**src/cbdu_defines.vh**
```
// register indices, field positions and codes for the core breakpoint debug unit
`ifndef CBDU_DEFINES_VH
`define CBDU_DEFINES_VH

// register indices; byte address is four times the index
`define CBDU_IDX_SSR_COPY   8'h10
`define CBDU_IDX_PC_COPY    8'h11
`define CBDU_IDX_SP_COPY    8'h12
`define CBDU_IDX_RR_CORE    8'h13
`define CBDU_IDX_RR_REG     8'h14
`define CBDU_IDX_CAUSE      8'h15
`define CBDU_IDX_CAUSE_DATA 8'h16
`define CBDU_IDX_STOP_MASK  8'h18
`define CBDU_IDX_SCRATCH    8'h20
`define CBDU_IDX_IBP_ADDR   8'h30
`define CBDU_IDX_IBP_CTRL   8'h40
`define CBDU_IDX_DWP_ADDR1  8'h50
`define CBDU_IDX_DWP_ADDR2  8'h60
`define CBDU_IDX_DWP_CTRL   8'h70
`define CBDU_IDX_RWP_MASK   8'h80
`define CBDU_IDX_RWP_VALUE  8'h90
`define CBDU_IDX_RWP_CTRL   8'h9C

// control register fields
`define CBDU_CTRL_EN_BIT    0
`define CBDU_CTRL_INV_BIT   1
`define CBDU_CTRL_LOAD_BIT  2
`define CBDU_CTRL_CORE_LSB  16
`define CBDU_CTRL_CORE_MSB  23

// cause register fields
`define CBDU_CAUSE_IDX_LSB  16
`define CBDU_CAUSE_CORE_LSB 8

// cause codes
`define CBDU_CAUSE_NONE     3'h0
`define CBDU_CAUSE_HOST     3'h1
`define CBDU_CAUSE_DEBUG_CALL_INSTR    3'h2
`define CBDU_CAUSE_IBP      3'h3
`define CBDU_CAUSE_DWP      3'h4
`define CBDU_CAUSE_RWP      3'h5

`endif

```
**src/cbdu_core_breakpoint_debug_unit.v**
```verilog
// core breakpoint debug unit: debug registers, comparators and cause capture
`timescale 1ns/10ps
`default_nettype none
`include "cbdu_defines.vh"
module cbdu_core_breakpoint_debug_unit #(
  parameter NUM_CORES = 8,
  parameter NUM_CMP   = 4
) (
  input  wire        core_clk,
  input  wire        resetn,
  input  wire        psel,
  input  wire        penable,
  input  wire        pwrite,
  input  wire [11:0] paddr,
  input  wire [31:0] pwdata,
  output reg  [31:0] prdata,
  output reg         pready,
  output reg         pslverr,
  input  wire        debugEntry,
  input  wire [31:0] savedStatusIn,
  input  wire [31:0] savedPcIn,
  input  wire [31:0] savedSpIn,
  input  wire        hostDebugReq,
  input  wire        debugCallValid,
  input  wire [7:0]  debugCallCore,
  input  wire        fetchValid,
  input  wire [7:0]  fetchCore,
  input  wire [31:0] fetchPc,
  input  wire        memValid,
  input  wire        memStore,
  input  wire [7:0]  memCore,
  input  wire [31:0] memAddr,
  input  wire        resValid,
  input  wire [7:0]  resCore,
  input  wire [31:0] resId,
  input  wire        inDebug,
  input  wire [2:0]  cfgScratchSel,
  input  wire        cfgScratchWrite,
  input  wire [31:0] cfgScratchWdata,
  output reg  [31:0] cfgScratchRdata,
  output reg         debugIrq,
  output reg  [7:0]  coreStop,
  output reg  [7:0]  regReadCore,
  output reg  [4:0]  regReadReg
);

  // **********************************************
  // functions
  // **********************************************
  function [1:0] lowIdx;
    input [3:0] hits;
    begin
      if (hits[0]) lowIdx = 2'h0;
      else if (hits[1]) lowIdx = 2'h1;
      else if (hits[2]) lowIdx = 2'h2;
      else lowIdx = 2'h3;
    end
  endfunction

  function coreOn;
    input [31:0] ctrl;
    input [7:0]  core;
    begin
      coreOn = (core < 8'h08) && ctrl[`CBDU_CTRL_CORE_LSB + core[2:0]];
    end
  endfunction

  // **********************************************
  // storage
  // **********************************************
  reg [31:0] ssrCopy_q;
  reg [31:0] pcCopy_q;
  reg [31:0] spCopy_q;
  reg [31:0] cause_q;
  reg [31:0] causeData_q;
  reg [7:0]  stopMask_q;
  reg [31:0] scratch_q [0:7];
  reg [31:0] ibpAddr_q [0:3];
  reg [31:0] ibpCtrl_q [0:3];
  reg [31:0] dwpA1_q   [0:3];
  reg [31:0] dwpA2_q   [0:3];
  reg [31:0] dwpCtrl_q [0:3];
  reg [31:0] rwpMask_q [0:3];
  reg [31:0] rwpVal_q  [0:3];
  reg [31:0] rwpCtrl_q [0:3];

  // **********************************************
  // apb decode
  // **********************************************
  wire [7:0] regIdx;
  wire       wordOk;
  wire       setup;
  wire       wrAcc;
  reg        hit;
  reg [31:0] rdVal;
  assign regIdx = paddr[9:2];
  assign wordOk = (paddr[1:0] == 2'h0) && (paddr[11:10] == 2'h0);
  assign setup  = psel && !penable;
  assign wrAcc  = psel && penable && pready && pwrite && wordOk && hit;

  always @* begin
    hit   = 1'b1;
    rdVal = 32'h0000_0000;
    case (regIdx)
      `CBDU_IDX_SSR_COPY:   rdVal = ssrCopy_q;
      `CBDU_IDX_PC_COPY:    rdVal = pcCopy_q;
      `CBDU_IDX_SP_COPY:    rdVal = spCopy_q;
      `CBDU_IDX_RR_CORE:    rdVal = {24'h0, regReadCore};
      `CBDU_IDX_RR_REG:     rdVal = {27'h0, regReadReg};
      `CBDU_IDX_CAUSE:      rdVal = cause_q;
      `CBDU_IDX_CAUSE_DATA: rdVal = causeData_q;
      `CBDU_IDX_STOP_MASK:  rdVal = {24'h0, stopMask_q};
      default: begin
        if (regIdx[7:3] == 5'h04) rdVal = scratch_q[regIdx[2:0]];
        else if (regIdx[7:2] == 6'h0C) rdVal = ibpAddr_q[regIdx[1:0]];
        else if (regIdx[7:2] == 6'h10) rdVal = ibpCtrl_q[regIdx[1:0]];
        else if (regIdx[7:2] == 6'h14) rdVal = dwpA1_q[regIdx[1:0]];
        else if (regIdx[7:2] == 6'h18) rdVal = dwpA2_q[regIdx[1:0]];
        else if (regIdx[7:2] == 6'h1C) rdVal = dwpCtrl_q[regIdx[1:0]];
        else if (regIdx[7:2] == 6'h20) rdVal = rwpMask_q[regIdx[1:0]];
        else if (regIdx[7:2] == 6'h24) rdVal = rwpVal_q[regIdx[1:0]];
        else if (regIdx[7:2] == 6'h27) rdVal = rwpCtrl_q[regIdx[1:0]];
        else hit = 1'b0;
      end
    endcase
  end

  // no wait state: pready rises in the first access cycle
  always @(posedge core_clk or negedge resetn) begin
    if (!resetn) begin
      pready  <= 1'b0;
      prdata  <= 32'h0000_0000;
      pslverr <= 1'b0;
    end else begin
      pready  <= setup;
      pslverr <= setup && !(wordOk && hit);
      prdata  <= (setup && !pwrite && wordOk && hit) ? rdVal : 32'h0000_0000;
    end
  end

  // **********************************************
  // comparators
  // **********************************************
  reg [3:0]  ibpHit;
  reg [3:0]  dwpHit;
  reg [3:0]  rwpHit;
  reg        inRange;
  reg        resEq;
  integer    i;

  always @* begin
    ibpHit  = 4'h0;
    dwpHit  = 4'h0;
    rwpHit  = 4'h0;
    inRange = 1'b0;
    resEq   = 1'b0;
    for (i = 0; i < NUM_CMP; i = i + 1) begin
      ibpHit[i] = fetchValid && ibpCtrl_q[i][`CBDU_CTRL_EN_BIT]
                  && coreOn(ibpCtrl_q[i], fetchCore)
                  && ((fetchPc == ibpAddr_q[i]) ^ ibpCtrl_q[i][`CBDU_CTRL_INV_BIT]);
      inRange = (memAddr >= dwpA1_q[i]) && (memAddr <= dwpA2_q[i]);
      dwpHit[i] = memValid && dwpCtrl_q[i][`CBDU_CTRL_EN_BIT] && coreOn(dwpCtrl_q[i], memCore)
                  && (memStore || dwpCtrl_q[i][`CBDU_CTRL_LOAD_BIT])
                  && (dwpCtrl_q[i][`CBDU_CTRL_INV_BIT]
                      ? ((memAddr < dwpA1_q[i]) || (memAddr > dwpA2_q[i])) : inRange);
      resEq = ((resId & rwpMask_q[i]) == rwpVal_q[i]);
      rwpHit[i] = resValid && rwpCtrl_q[i][`CBDU_CTRL_EN_BIT] && coreOn(rwpCtrl_q[i], resCore)
                  && (resEq ^ rwpCtrl_q[i][`CBDU_CTRL_INV_BIT]);
    end
  end

  // **********************************************
  // register updates
  // **********************************************
  wire anyHit;
  assign anyHit = hostDebugReq || debugCallValid || (|ibpHit) || (|dwpHit) || (|rwpHit);
  integer k;

  always @(posedge core_clk or negedge resetn) begin
    if (!resetn) begin
      ssrCopy_q   <= 32'h0000_0000;
      pcCopy_q    <= 32'h0000_0000;
      spCopy_q    <= 32'h0000_0000;
      regReadCore <= 8'h00;
      regReadReg  <= 5'h00;
      cause_q     <= 32'h0000_0000;
      causeData_q <= 32'h0000_0000;
      stopMask_q  <= 8'h00;
      debugIrq    <= 1'b0;
      coreStop    <= 8'h00;
      cfgScratchRdata <= 32'h0000_0000;
      for (k = 0; k < 8; k = k + 1) scratch_q[k] <= 32'h0000_0000;
      for (k = 0; k < 4; k = k + 1) begin
        ibpAddr_q[k] <= 32'h0000_0000;
        ibpCtrl_q[k] <= 32'h0000_0000;
        dwpA1_q[k]   <= 32'h0000_0000;
        dwpA2_q[k]   <= 32'h0000_0000;
        dwpCtrl_q[k] <= 32'h0000_0000;
        rwpMask_q[k] <= 32'h0000_0000;
        rwpVal_q[k]  <= 32'h0000_0000;
        rwpCtrl_q[k] <= 32'h0000_0000;
      end
    end else begin
      // software writes first; hardware capture below wins in the same cycle
      if (wrAcc) begin
        case (regIdx)
          `CBDU_IDX_PC_COPY:    pcCopy_q <= pwdata;
          `CBDU_IDX_SP_COPY:    spCopy_q <= pwdata;
          `CBDU_IDX_RR_CORE:    regReadCore <= pwdata[7:0];
          `CBDU_IDX_RR_REG:     regReadReg <= pwdata[4:0];
          `CBDU_IDX_CAUSE:      cause_q <= {14'h0, pwdata[17:8], 5'h0, pwdata[2:0]};
          `CBDU_IDX_CAUSE_DATA: causeData_q <= pwdata;
          `CBDU_IDX_STOP_MASK:  stopMask_q <= pwdata[7:0];
          default: begin
            if (regIdx[7:3] == 5'h04) scratch_q[regIdx[2:0]] <= pwdata;
            else if (regIdx[7:2] == 6'h0C) ibpAddr_q[regIdx[1:0]] <= pwdata;
            else if (regIdx[7:2] == 6'h10) ibpCtrl_q[regIdx[1:0]] <= pwdata & 32'h00FF_0003;
            else if (regIdx[7:2] == 6'h14) dwpA1_q[regIdx[1:0]] <= pwdata;
            else if (regIdx[7:2] == 6'h18) dwpA2_q[regIdx[1:0]] <= pwdata;
            else if (regIdx[7:2] == 6'h1C) dwpCtrl_q[regIdx[1:0]] <= pwdata & 32'h00FF_0007;
            else if (regIdx[7:2] == 6'h20) rwpMask_q[regIdx[1:0]] <= pwdata;
            else if (regIdx[7:2] == 6'h24) rwpVal_q[regIdx[1:0]] <= pwdata;
            else if (regIdx[7:2] == 6'h27) rwpCtrl_q[regIdx[1:0]] <= pwdata & 32'h00FF_0003;
          end
        endcase
      end else if (cfgScratchWrite) begin
        scratch_q[cfgScratchSel] <= cfgScratchWdata;
      end
      cfgScratchRdata <= scratch_q[cfgScratchSel];
      if (debugEntry) begin
        ssrCopy_q <= savedStatusIn;
        pcCopy_q  <= savedPcIn;
        spCopy_q  <= savedSpIn;
      end
      debugIrq <= anyHit;
      if (anyHit) begin
        // priority: host, call, instruction, data, resource
        if (hostDebugReq) begin
          cause_q <= {29'h0, `CBDU_CAUSE_HOST};
        end else if (debugCallValid) begin
          cause_q <= {16'h0, debugCallCore, 5'h0, `CBDU_CAUSE_DEBUG_CALL_INSTR};
        end else if (|ibpHit) begin
          cause_q <= {14'h0, lowIdx(ibpHit), fetchCore, 5'h0, `CBDU_CAUSE_IBP};
        end else if (|dwpHit) begin
          cause_q     <= {14'h0, lowIdx(dwpHit), memCore, 5'h0, `CBDU_CAUSE_DWP};
          causeData_q <= memAddr;
        end else begin
          cause_q     <= {14'h0, lowIdx(rwpHit), resCore, 5'h0, `CBDU_CAUSE_RWP};
          causeData_q <= resId;
        end
      end
      coreStop <= inDebug ? 8'h00 : stopMask_q;
    end
  end

endmodule
`default_nettype wire

```
**config.mk**
```make
export PLATFORM = sky130hd
export DESIGN_NAME = cbdu_core_breakpoint_debug_unit
export DESIGN_NICKNAME = d
export VERILOG_FILES = /design/src/cbdu_core_breakpoint_debug_unit.v
export VERILOG_INCLUDE_DIRS = /design/src
export SDC_FILE = /design/constraint.sdc
export NUM_CORES = 2
export LEC_CHECK = 0
export BUFFER_PORTS_ARGS = -buffer_cell sky130_fd_sc_hd__buf_4
export CAP_MARGIN = 0
export CORE_MARGIN = 5
export CORE_UTILIZATION = 35
export DETAILED_ROUTE_END_ITERATION = 12
export MAX_ROUTING_LAYER = met4
export PLACE_DENSITY = 0.58
export SKIP_CTS_REPAIR_TIMING = 1
export SYNTH_ARGS = -nofsm -noshare
export SYNTH_HDL_FRONTEND = slang
export SYNTH_SLANG_ARGS = --single-unit
```
**constraint.sdc**
```tcl
create_clock -name core_clk -period 3.3 [get_ports core_clk]
set_input_delay 0.33 -clock core_clk [delete_from_list [all_inputs] [get_ports core_clk]]
set_output_delay 0.33 -clock core_clk [all_outputs]
set_load 0.005 [all_outputs]
```
== Yosys cells after proc, flatten, opt, wreduce, memory -nomap -nowiden ==
Cells that the tools add are included.
Operators by class
  magnitude comparators: 28
  reductions and logical operators: 114
  add/sub/neg operators: 3
  bitwise operators: 24
  mux-type cells: 129
  eq/ne operators: 27
Operators with widths (number)
  $mux 32: 49
  $bwmux 128: 8
  $mux 256: 4
  $bmux 32 s2: 8
  $bwmux 256: 2
  $eq 32x32->1: 8
  $pmux 32 s8: 1
  $bmux 32 s3: 2
  $demux 32 s3: 2
  $and 32x32->32: 4
  $ge 32x32->1: 4
  $gt 32x32->1: 4
  $le 32x32->1: 4
  $lt 32x32->1: 4
  $mux 18: 4
  $logic_and 1x1->1: 71
  $demux 32 s2: 1
  $eq 8x5->1 const B: 8
  $bmux 1 s5: 12
  $mux 1: 29
  $eq 6x5->1 const B: 4
  $lt 8x4->1 const B: 3
  $add 5x3->6 const A: 3
  $eq 6x6->1 const B: 3
  other kinds (32): 83
Word-level totals
  bits in registers: 1536
  output and inout port bits: 88
  logic and storage cells: 379
  input port bits: 317

== Longest topological paths before layout ==
  depth after elaboration: 17
  gate-level depth with buffers: 15

== Least setup slack after synthesis ==
No wires, ideal clock.
  path type: register to register
  start: register dwpA2_q[15] in the netlist's numbering
  end: register causeData_q[10]
  required time: 3221 ps
  buffers on the path: 2
  data arrival time: 3004 ps
  setup slack: 217 ps
  cell stages (with the launch flop): 15
  cells stage by stage: dfrtp_1 inv_1 ha_1 nand4_1 nor4_1 nand2_1 a22oi_1 nand2_1 o211a_1 nor4_1 and4_1 nand2b_1 buf_2 buf_4 mux2i_1
Between the ends
  word-level cells in the longest chain between the ends: 10
  elaborated cells on any way between the ends: 14
  classes of those cells: order compare (2); mux (6); reduce/logical (6)
Ends and longest elaborated chain
  start: declaration: line cbdu_core_breakpoint_debug_unit.v:81  | reg [31:0] dwpA2_q [0:3];
  start signal: indexed assignment: line cbdu_core_breakpoint_debug_unit.v:219  | else if (regIdx[7:2] == 6'h18) dwpA2_q[regIdx[1:0]] <= pwdata;
  $le 32x32->1 / $gt 32x32->1 (equally long branches): line cbdu_core_breakpoint_debug_unit.v:161, cbdu_core_breakpoint_debug_unit.v:165
  $logic_and 1x1->1 / $logic_or 1x1->1 (equally long branches): line cbdu_core_breakpoint_debug_unit.v:161, cbdu_core_breakpoint_debug_unit.v:165
  $mux 1 (*): line cbdu_core_breakpoint_debug_unit.v:164  | && (dwpCtrl_q[i][`CBDU_CTRL_INV_BIT]
  $logic_and 1x1->1 (*): line cbdu_core_breakpoint_debug_unit.v:162  | dwpHit[i] = memValid && dwpCtrl_q[i][`CBDU_CTRL_EN_BIT] && coreOn(dwpCtrl_q[i], memCore)
  $reduce_or 4->1 (*): line cbdu_core_breakpoint_debug_unit.v:176, cbdu_core_breakpoint_debug_unit.v:244
  $mux 32: line cbdu_core_breakpoint_debug_unit.v:244  | end else if (|dwpHit) begin
  $mux 32: line cbdu_core_breakpoint_debug_unit.v:242  | end else if (|ibpHit) begin
  $mux 32: line cbdu_core_breakpoint_debug_unit.v:240  | end else if (debugCallValid) begin
  $mux 32: line cbdu_core_breakpoint_debug_unit.v:238  | if (hostDebugReq) begin
  $mux 32 (*): line cbdu_core_breakpoint_debug_unit.v:236  | if (anyHit) begin
  end signal: assignment: line cbdu_core_breakpoint_debug_unit.v:212  | `CBDU_IDX_CAUSE_DATA: causeData_q <= pwdata;
  end signal: assignment: line cbdu_core_breakpoint_debug_unit.v:246  | causeData_q <= memAddr;
  end signal: assignment: line cbdu_core_breakpoint_debug_unit.v:249  | causeData_q <= resId;
  end: declaration: line cbdu_core_breakpoint_debug_unit.v:75  | reg [31:0] causeData_q;
Every way passes the cells marked *; elsewhere a longest branch is shown, timed or not.
A chain may end at the register's enable or synchronous reset.

== Worst setup path after layout ==
  start: register dwpA2_q[37] in the netlist's numbering
  end: register causeData_q[6]
The elaborated chain is that of the path after synthesis.

==> results by group <==
Outcome
  – Result of the run: finished, violations left
  – Violated checks: hold timing, setup timing

Die
  – Starting density of the core: 0.352
  – Width of the die: around 460 um
  – Total number of placement rows: roughly 170
  – Placeable Area: ~200000 sq um
  – Total die area: 212000 sq um
  – Overall die height: about 460 um
  – I/O pins: about 410

Power and ir drop
  – Part of the total power dissipated in combinational logic: 0.128
  – Static leakage: roughly 0.042 uW
  – Peak supply drop: slightly below 0.6 mV
  – Net Sw Frac: 0.277
  – Post-layout power: between 30000 and 40000 uW
  – Fraction of power consumed by sequential logic: 0.438
  – Clock power share: 0.434
  – Ratio of total power to cell area: 426 nW/um^2
  – Power Internal: between 20000 and 30000 uW
  – Switching component of the power: 10700 uW

Setup path
  – Slowest Stage Delay on Critical Path: 360 ps
  – CP dominant cell by count: sky130_fd_sc_hd__buf_6
  – Max stage delay cell, worst path: sky130_fd_sc_hd__dfrtp_1
  – Critical Path Fanout Max: 8
  – Source of the critical timing path: dwpA2_q[37]
  – Worst Reg-to-Reg Cells: 17
  – Worst Path Required: ~4000 ps
  – Critical path launch point type: flip-flop
  – Sort of element at the end of the critical path: flip-flop
  – R2r setup slk: -360 ps
  – Number of buffer and inverter stages on the critical path: 6
  – Cell-by-cell listing of the critical path: inv_1, ha_4, nand4_1, buf_6, nor4_4, buf_4, nand2_2, o31ai_1, o211ai_1, o211a_1, buf_6, nor4_4, buf_6, and4_4, nand2b_4, clkbuf_16, mux2i_1
  – Critical R2R Capture: causeData_q[6]
  – Levels on crit path: 17
  – Critical Path Sink: causeData_q[6]
  – R2R Path Start: dwpA2_q[37]
  – Arrival time at the worst endpoint: ~4400 ps
  – Crit path kind: reg -> reg
  – Family of cells with the greatest summed delay on the critical path: simple AND/OR/NAND/NOR gates

Timing
  – Highest clock rate: approximately 0.27 GHz
  – Final count of negative-setup-slack endpoints: 44
  – Maximum clock skew at final layout: about 26 ps
  – Final period utilization: 1.11
  – Relative slew slack: 0.249
  – Minimum setup slack in the final design: -357 ps
  – Pin slew with the least headroom to its limit: 1120 ps
  – Final min period: roughly 3700 ps
  – Final Hold Violating Endpoints: 2
  – Unrepaired setup endpoints after global routing: yes
  – Final Hold Slack: -42.3 ps
  – Fin. max-slew vios: 0

Drt
  – Final ANT Viol Nets: 0
  – Post-route DRC violation count: 0
  – Average detailed-routed wire length per instance: approximately 32 um
  – Number of optimization iterations in the first detailed-route pass: 9
  – Iter 0 DRT Violations: slightly above 7000
  – Overall via count from detail_route: slightly above 60000
  – Per-cell via count in the routed design: 6.08
  – Total detailed-routing wirelength: 322 mm

Yosys
  – Main flop type after synthesis: sky130_fd_sc_hd__dfrtp_1
  – Most frequent cells after synthesis: 1257 x sky130_fd_sc_hd__dfrtp_1, 719 x sky130_fd_sc_hd__mux2_2, 436 x sky130_fd_sc_hd__a21oi_1, 395 x sky130_fd_sc_hd__clkbuf_1, 353 x sky130_fd_sc_hd__nand2_1
  – Post-Syn Instances: 6357
  – Net count after synthesis: 6930
  – Sequential cell area fraction in the yosys report: 0.442
  – Top-area cell type share of the netlist area: 0.442
  – Share of async-settable or async-resettable flops after synthesis: 1.00
  – Largest area contributor in the synthesized netlist: sky130_fd_sc_hd__dfrtp_1
  – Most frequent cell after synthesis: sky130_fd_sc_hd__dfrtp_1
  – Synthesis-stage register bit count: 1257
  – Average instance area after synthesis: between 10 and 15 sq um
  – Count of synthesis-stage warnings from yosys: 0
  – Count of flip-flops with a built-in enable after synthesis: 0
  – Top cells by area in the synthesized netlist: sky130_fd_sc_hd__dfrtp_1 44%, sky130_fd_sc_hd__mux2_2 11%, sky130_fd_sc_hd__mux4_2 8.8%
  – Area of the mapped netlist: about 70000 sq um
  – Yosys cell types: 79

Clocking
  – Number of buffers created by CTS: around 150
  – Total clock sinks: 1257
  – Clock input transition at the sequential cells of the worst setup and hold paths: approximately 60 ps
  – H-Tree Level Count: 4
  – Buffer depth of the longest clock path: 3
  – Root Buffer: sky130_fd_sc_hd__clkbuf_16
  – Insertion delay of the later-clocked pin in the worst-skew pair: between 800 and 900 ps
  – CTS tree: yes

Finish
  – Final Core Density: 0.449
  – Area growth, synth to finish: 27.7%
  – Layout cell share with drive strength beyond 1: 0.358
  – Nets@finish: between 7000 and 8000

GRT
  – Global-route usage over all layers: 0.301
  – Vias in the first global route: slightly above 60000
  – GRT Max-Usage Layer: met2
  – Initial antenna violation count: 61
  – Global-route wire length before repair: roughly 450 mm
  – Met1 capacity usage during global routing: 0.369
  – GRT met3 Usage: 0.102
  – Maximum number of pins on one net before global-route repair: 118
  – Remaining global-route overflow: 0
  – Global routing met2 resource utilization: 0.447

Place
  – Post-detailed-placement half-perimeter wirelength: between 200 and 250 mm
  – Placer's final routability congestion estimate: ~1
  – Port Buffers: approximately 400

Flow run
  – Number of maximum-capacitance violations: 0

Hold path
  – Min-delay worst type: in -> reg
==> sequential cells by signal, indices dropped and copies added, names as in the netlist, 10 cells and up <==
signal           count
scratch_q          256
dwpA1_q            128
dwpA2_q            128
ibpAddr_q          128
rwpMask_q          128
rwpVal_q           128
dwpCtrl_q           44
ibpCtrl_q           40
causeData_q         32
cfgScratchRdata     32
pcCopy_q            32
prdata              32
spCopy_q            32
ssrCopy_q           32
rwpCtrl_q           30
cause_q             13
coreOn.ctrl         10
==> area by class of cell <==
type                    count  area, sq um
inverters                 263          987
diodes                     40          100
well taps                2672         3340
fillers                 18800       111000
flip-flops and latches   1257        31500
clock inverters            40          415
multi-input cells        4263        37400
clock buffers             224         4450
repair buffers           1439        12700
==> worst register-to-register path: cells and delay by family, from the launching register on <==
| kind | cells | cell delay [ps] |
|---|---|---|
| DFF | 1 | 360 |
| adders and majority gates | 1 | 270 |
| and+or+nand+nor | 6 | 1140 |
| AOI/OAI and AO/OA | 3 | 630 |
| muxes | 1 | 190 |
| buffers and inverters | 6 | 980 |
==> cell families after synthesis <==
kind of cell	count (synthesis)	share of synthesized area
xor gates and xnor gates	131	0.0161
and+or+nand+nor	1143	0.0780
AOI/OAI and AO/OA	1539	0.143
DFF	1257	0.442
buffers and inverters	837	0.0459
adders and majority gates	256	0.0450
muxes	1194	0.230
==> power by group through the flow <==
| stage | sequential [uW] | combinational [uW] | clock (uW) |
|---|---|---|---|
| finish | 17000 | 4950 | 16800 |
| global route | 17000 | 5270 | 17600 |
| CTS | 16900 | 4650 | 16900 |
| detailed placement | 17200 | 4630 | 0 |
| global placement | 17200 | 4530 | 0 |
| floorplan | 17000 | 2250 | 0 |
==> routing by layer <==
layer  up-vias  share of wire  wire [um]
met1     31700           0.38     123000
met5         -              0          0
met2      3541           0.44     143000
li1      25900              -          -
met3       761           0.12      37800
met4         0          0.058      18800
==> cell usage in the layout, fill, tap and decap left out, types with 51 or more instances in the layout <==
master                          synthesis  routed
sky130_fd_sc_hd__dfrtp_1             1257    1257
sky130_fd_sc_hd__buf_4                  3    1166
sky130_fd_sc_hd__mux2_2               719     719
sky130_fd_sc_hd__a21oi_1              436     429
sky130_fd_sc_hd__nand2_1              353     344
sky130_fd_sc_hd__nor2_1               312     284
sky130_fd_sc_hd__o21ai_0              288     283
sky130_fd_sc_hd__mux4_2               279     279
sky130_fd_sc_hd__inv_1                262     258
sky130_fd_sc_hd__a22oi_1              258     257
sky130_fd_sc_hd__ha_1                 256     239
sky130_fd_sc_hd__a32oi_1              225     224
sky130_fd_sc_hd__mux2i_1              196     195
sky130_fd_sc_hd__clkbuf_16              0     157
sky130_fd_sc_hd__dlygate4sd3_1          0     151
sky130_fd_sc_hd__xor2_1               131     130
sky130_fd_sc_hd__nand4_1              125     125
sky130_fd_sc_hd__buf_12                 0     106
sky130_fd_sc_hd__nand3_1               74      72
sky130_fd_sc_hd__and3_1                67      67
sky130_fd_sc_hd__a21o_1                51      51
==> how the worst min path moves through the flow <==
| stage | start | end | slack [ps] | depth (start not counted) |
|---|---|---|---|---|
| final | savedSpIn[16] | spCopy_q[16] | -40 | 3 |
| after global routing | resId[16] | causeData_q[16] | 2 | 3 |
| after CTS | resetn | scratch_q[104] | -600 | 1 |
| after detailed placement | resetn | scratch_q[104] | 260 | 1 |
| after global placement | resetn | cfgScratchRdata[4] | 270 | 1 |
| after floorplan | resetn | causeData_q[0] | 30 | 0 |
==> through the flow <==
step / instance area [sq um] / TNS, ps / worst slack, ps / std cells
3_5_place_dp: 83200 / -30870 / -871 / 9701
5_1_grt: 90800 / -16280 / -465 / 10200
3_3_place_gp: 83200 / -27740 / -846 / 9701
6_report: 90800 / -12050 / -357 / 10200
2_1_floorplan: 71200 / 0 / 217 / 6357
4_1_cts: 88100 / -26650 / -854 / 9965
Note: power is estimated with default switching activity, not from simulation.
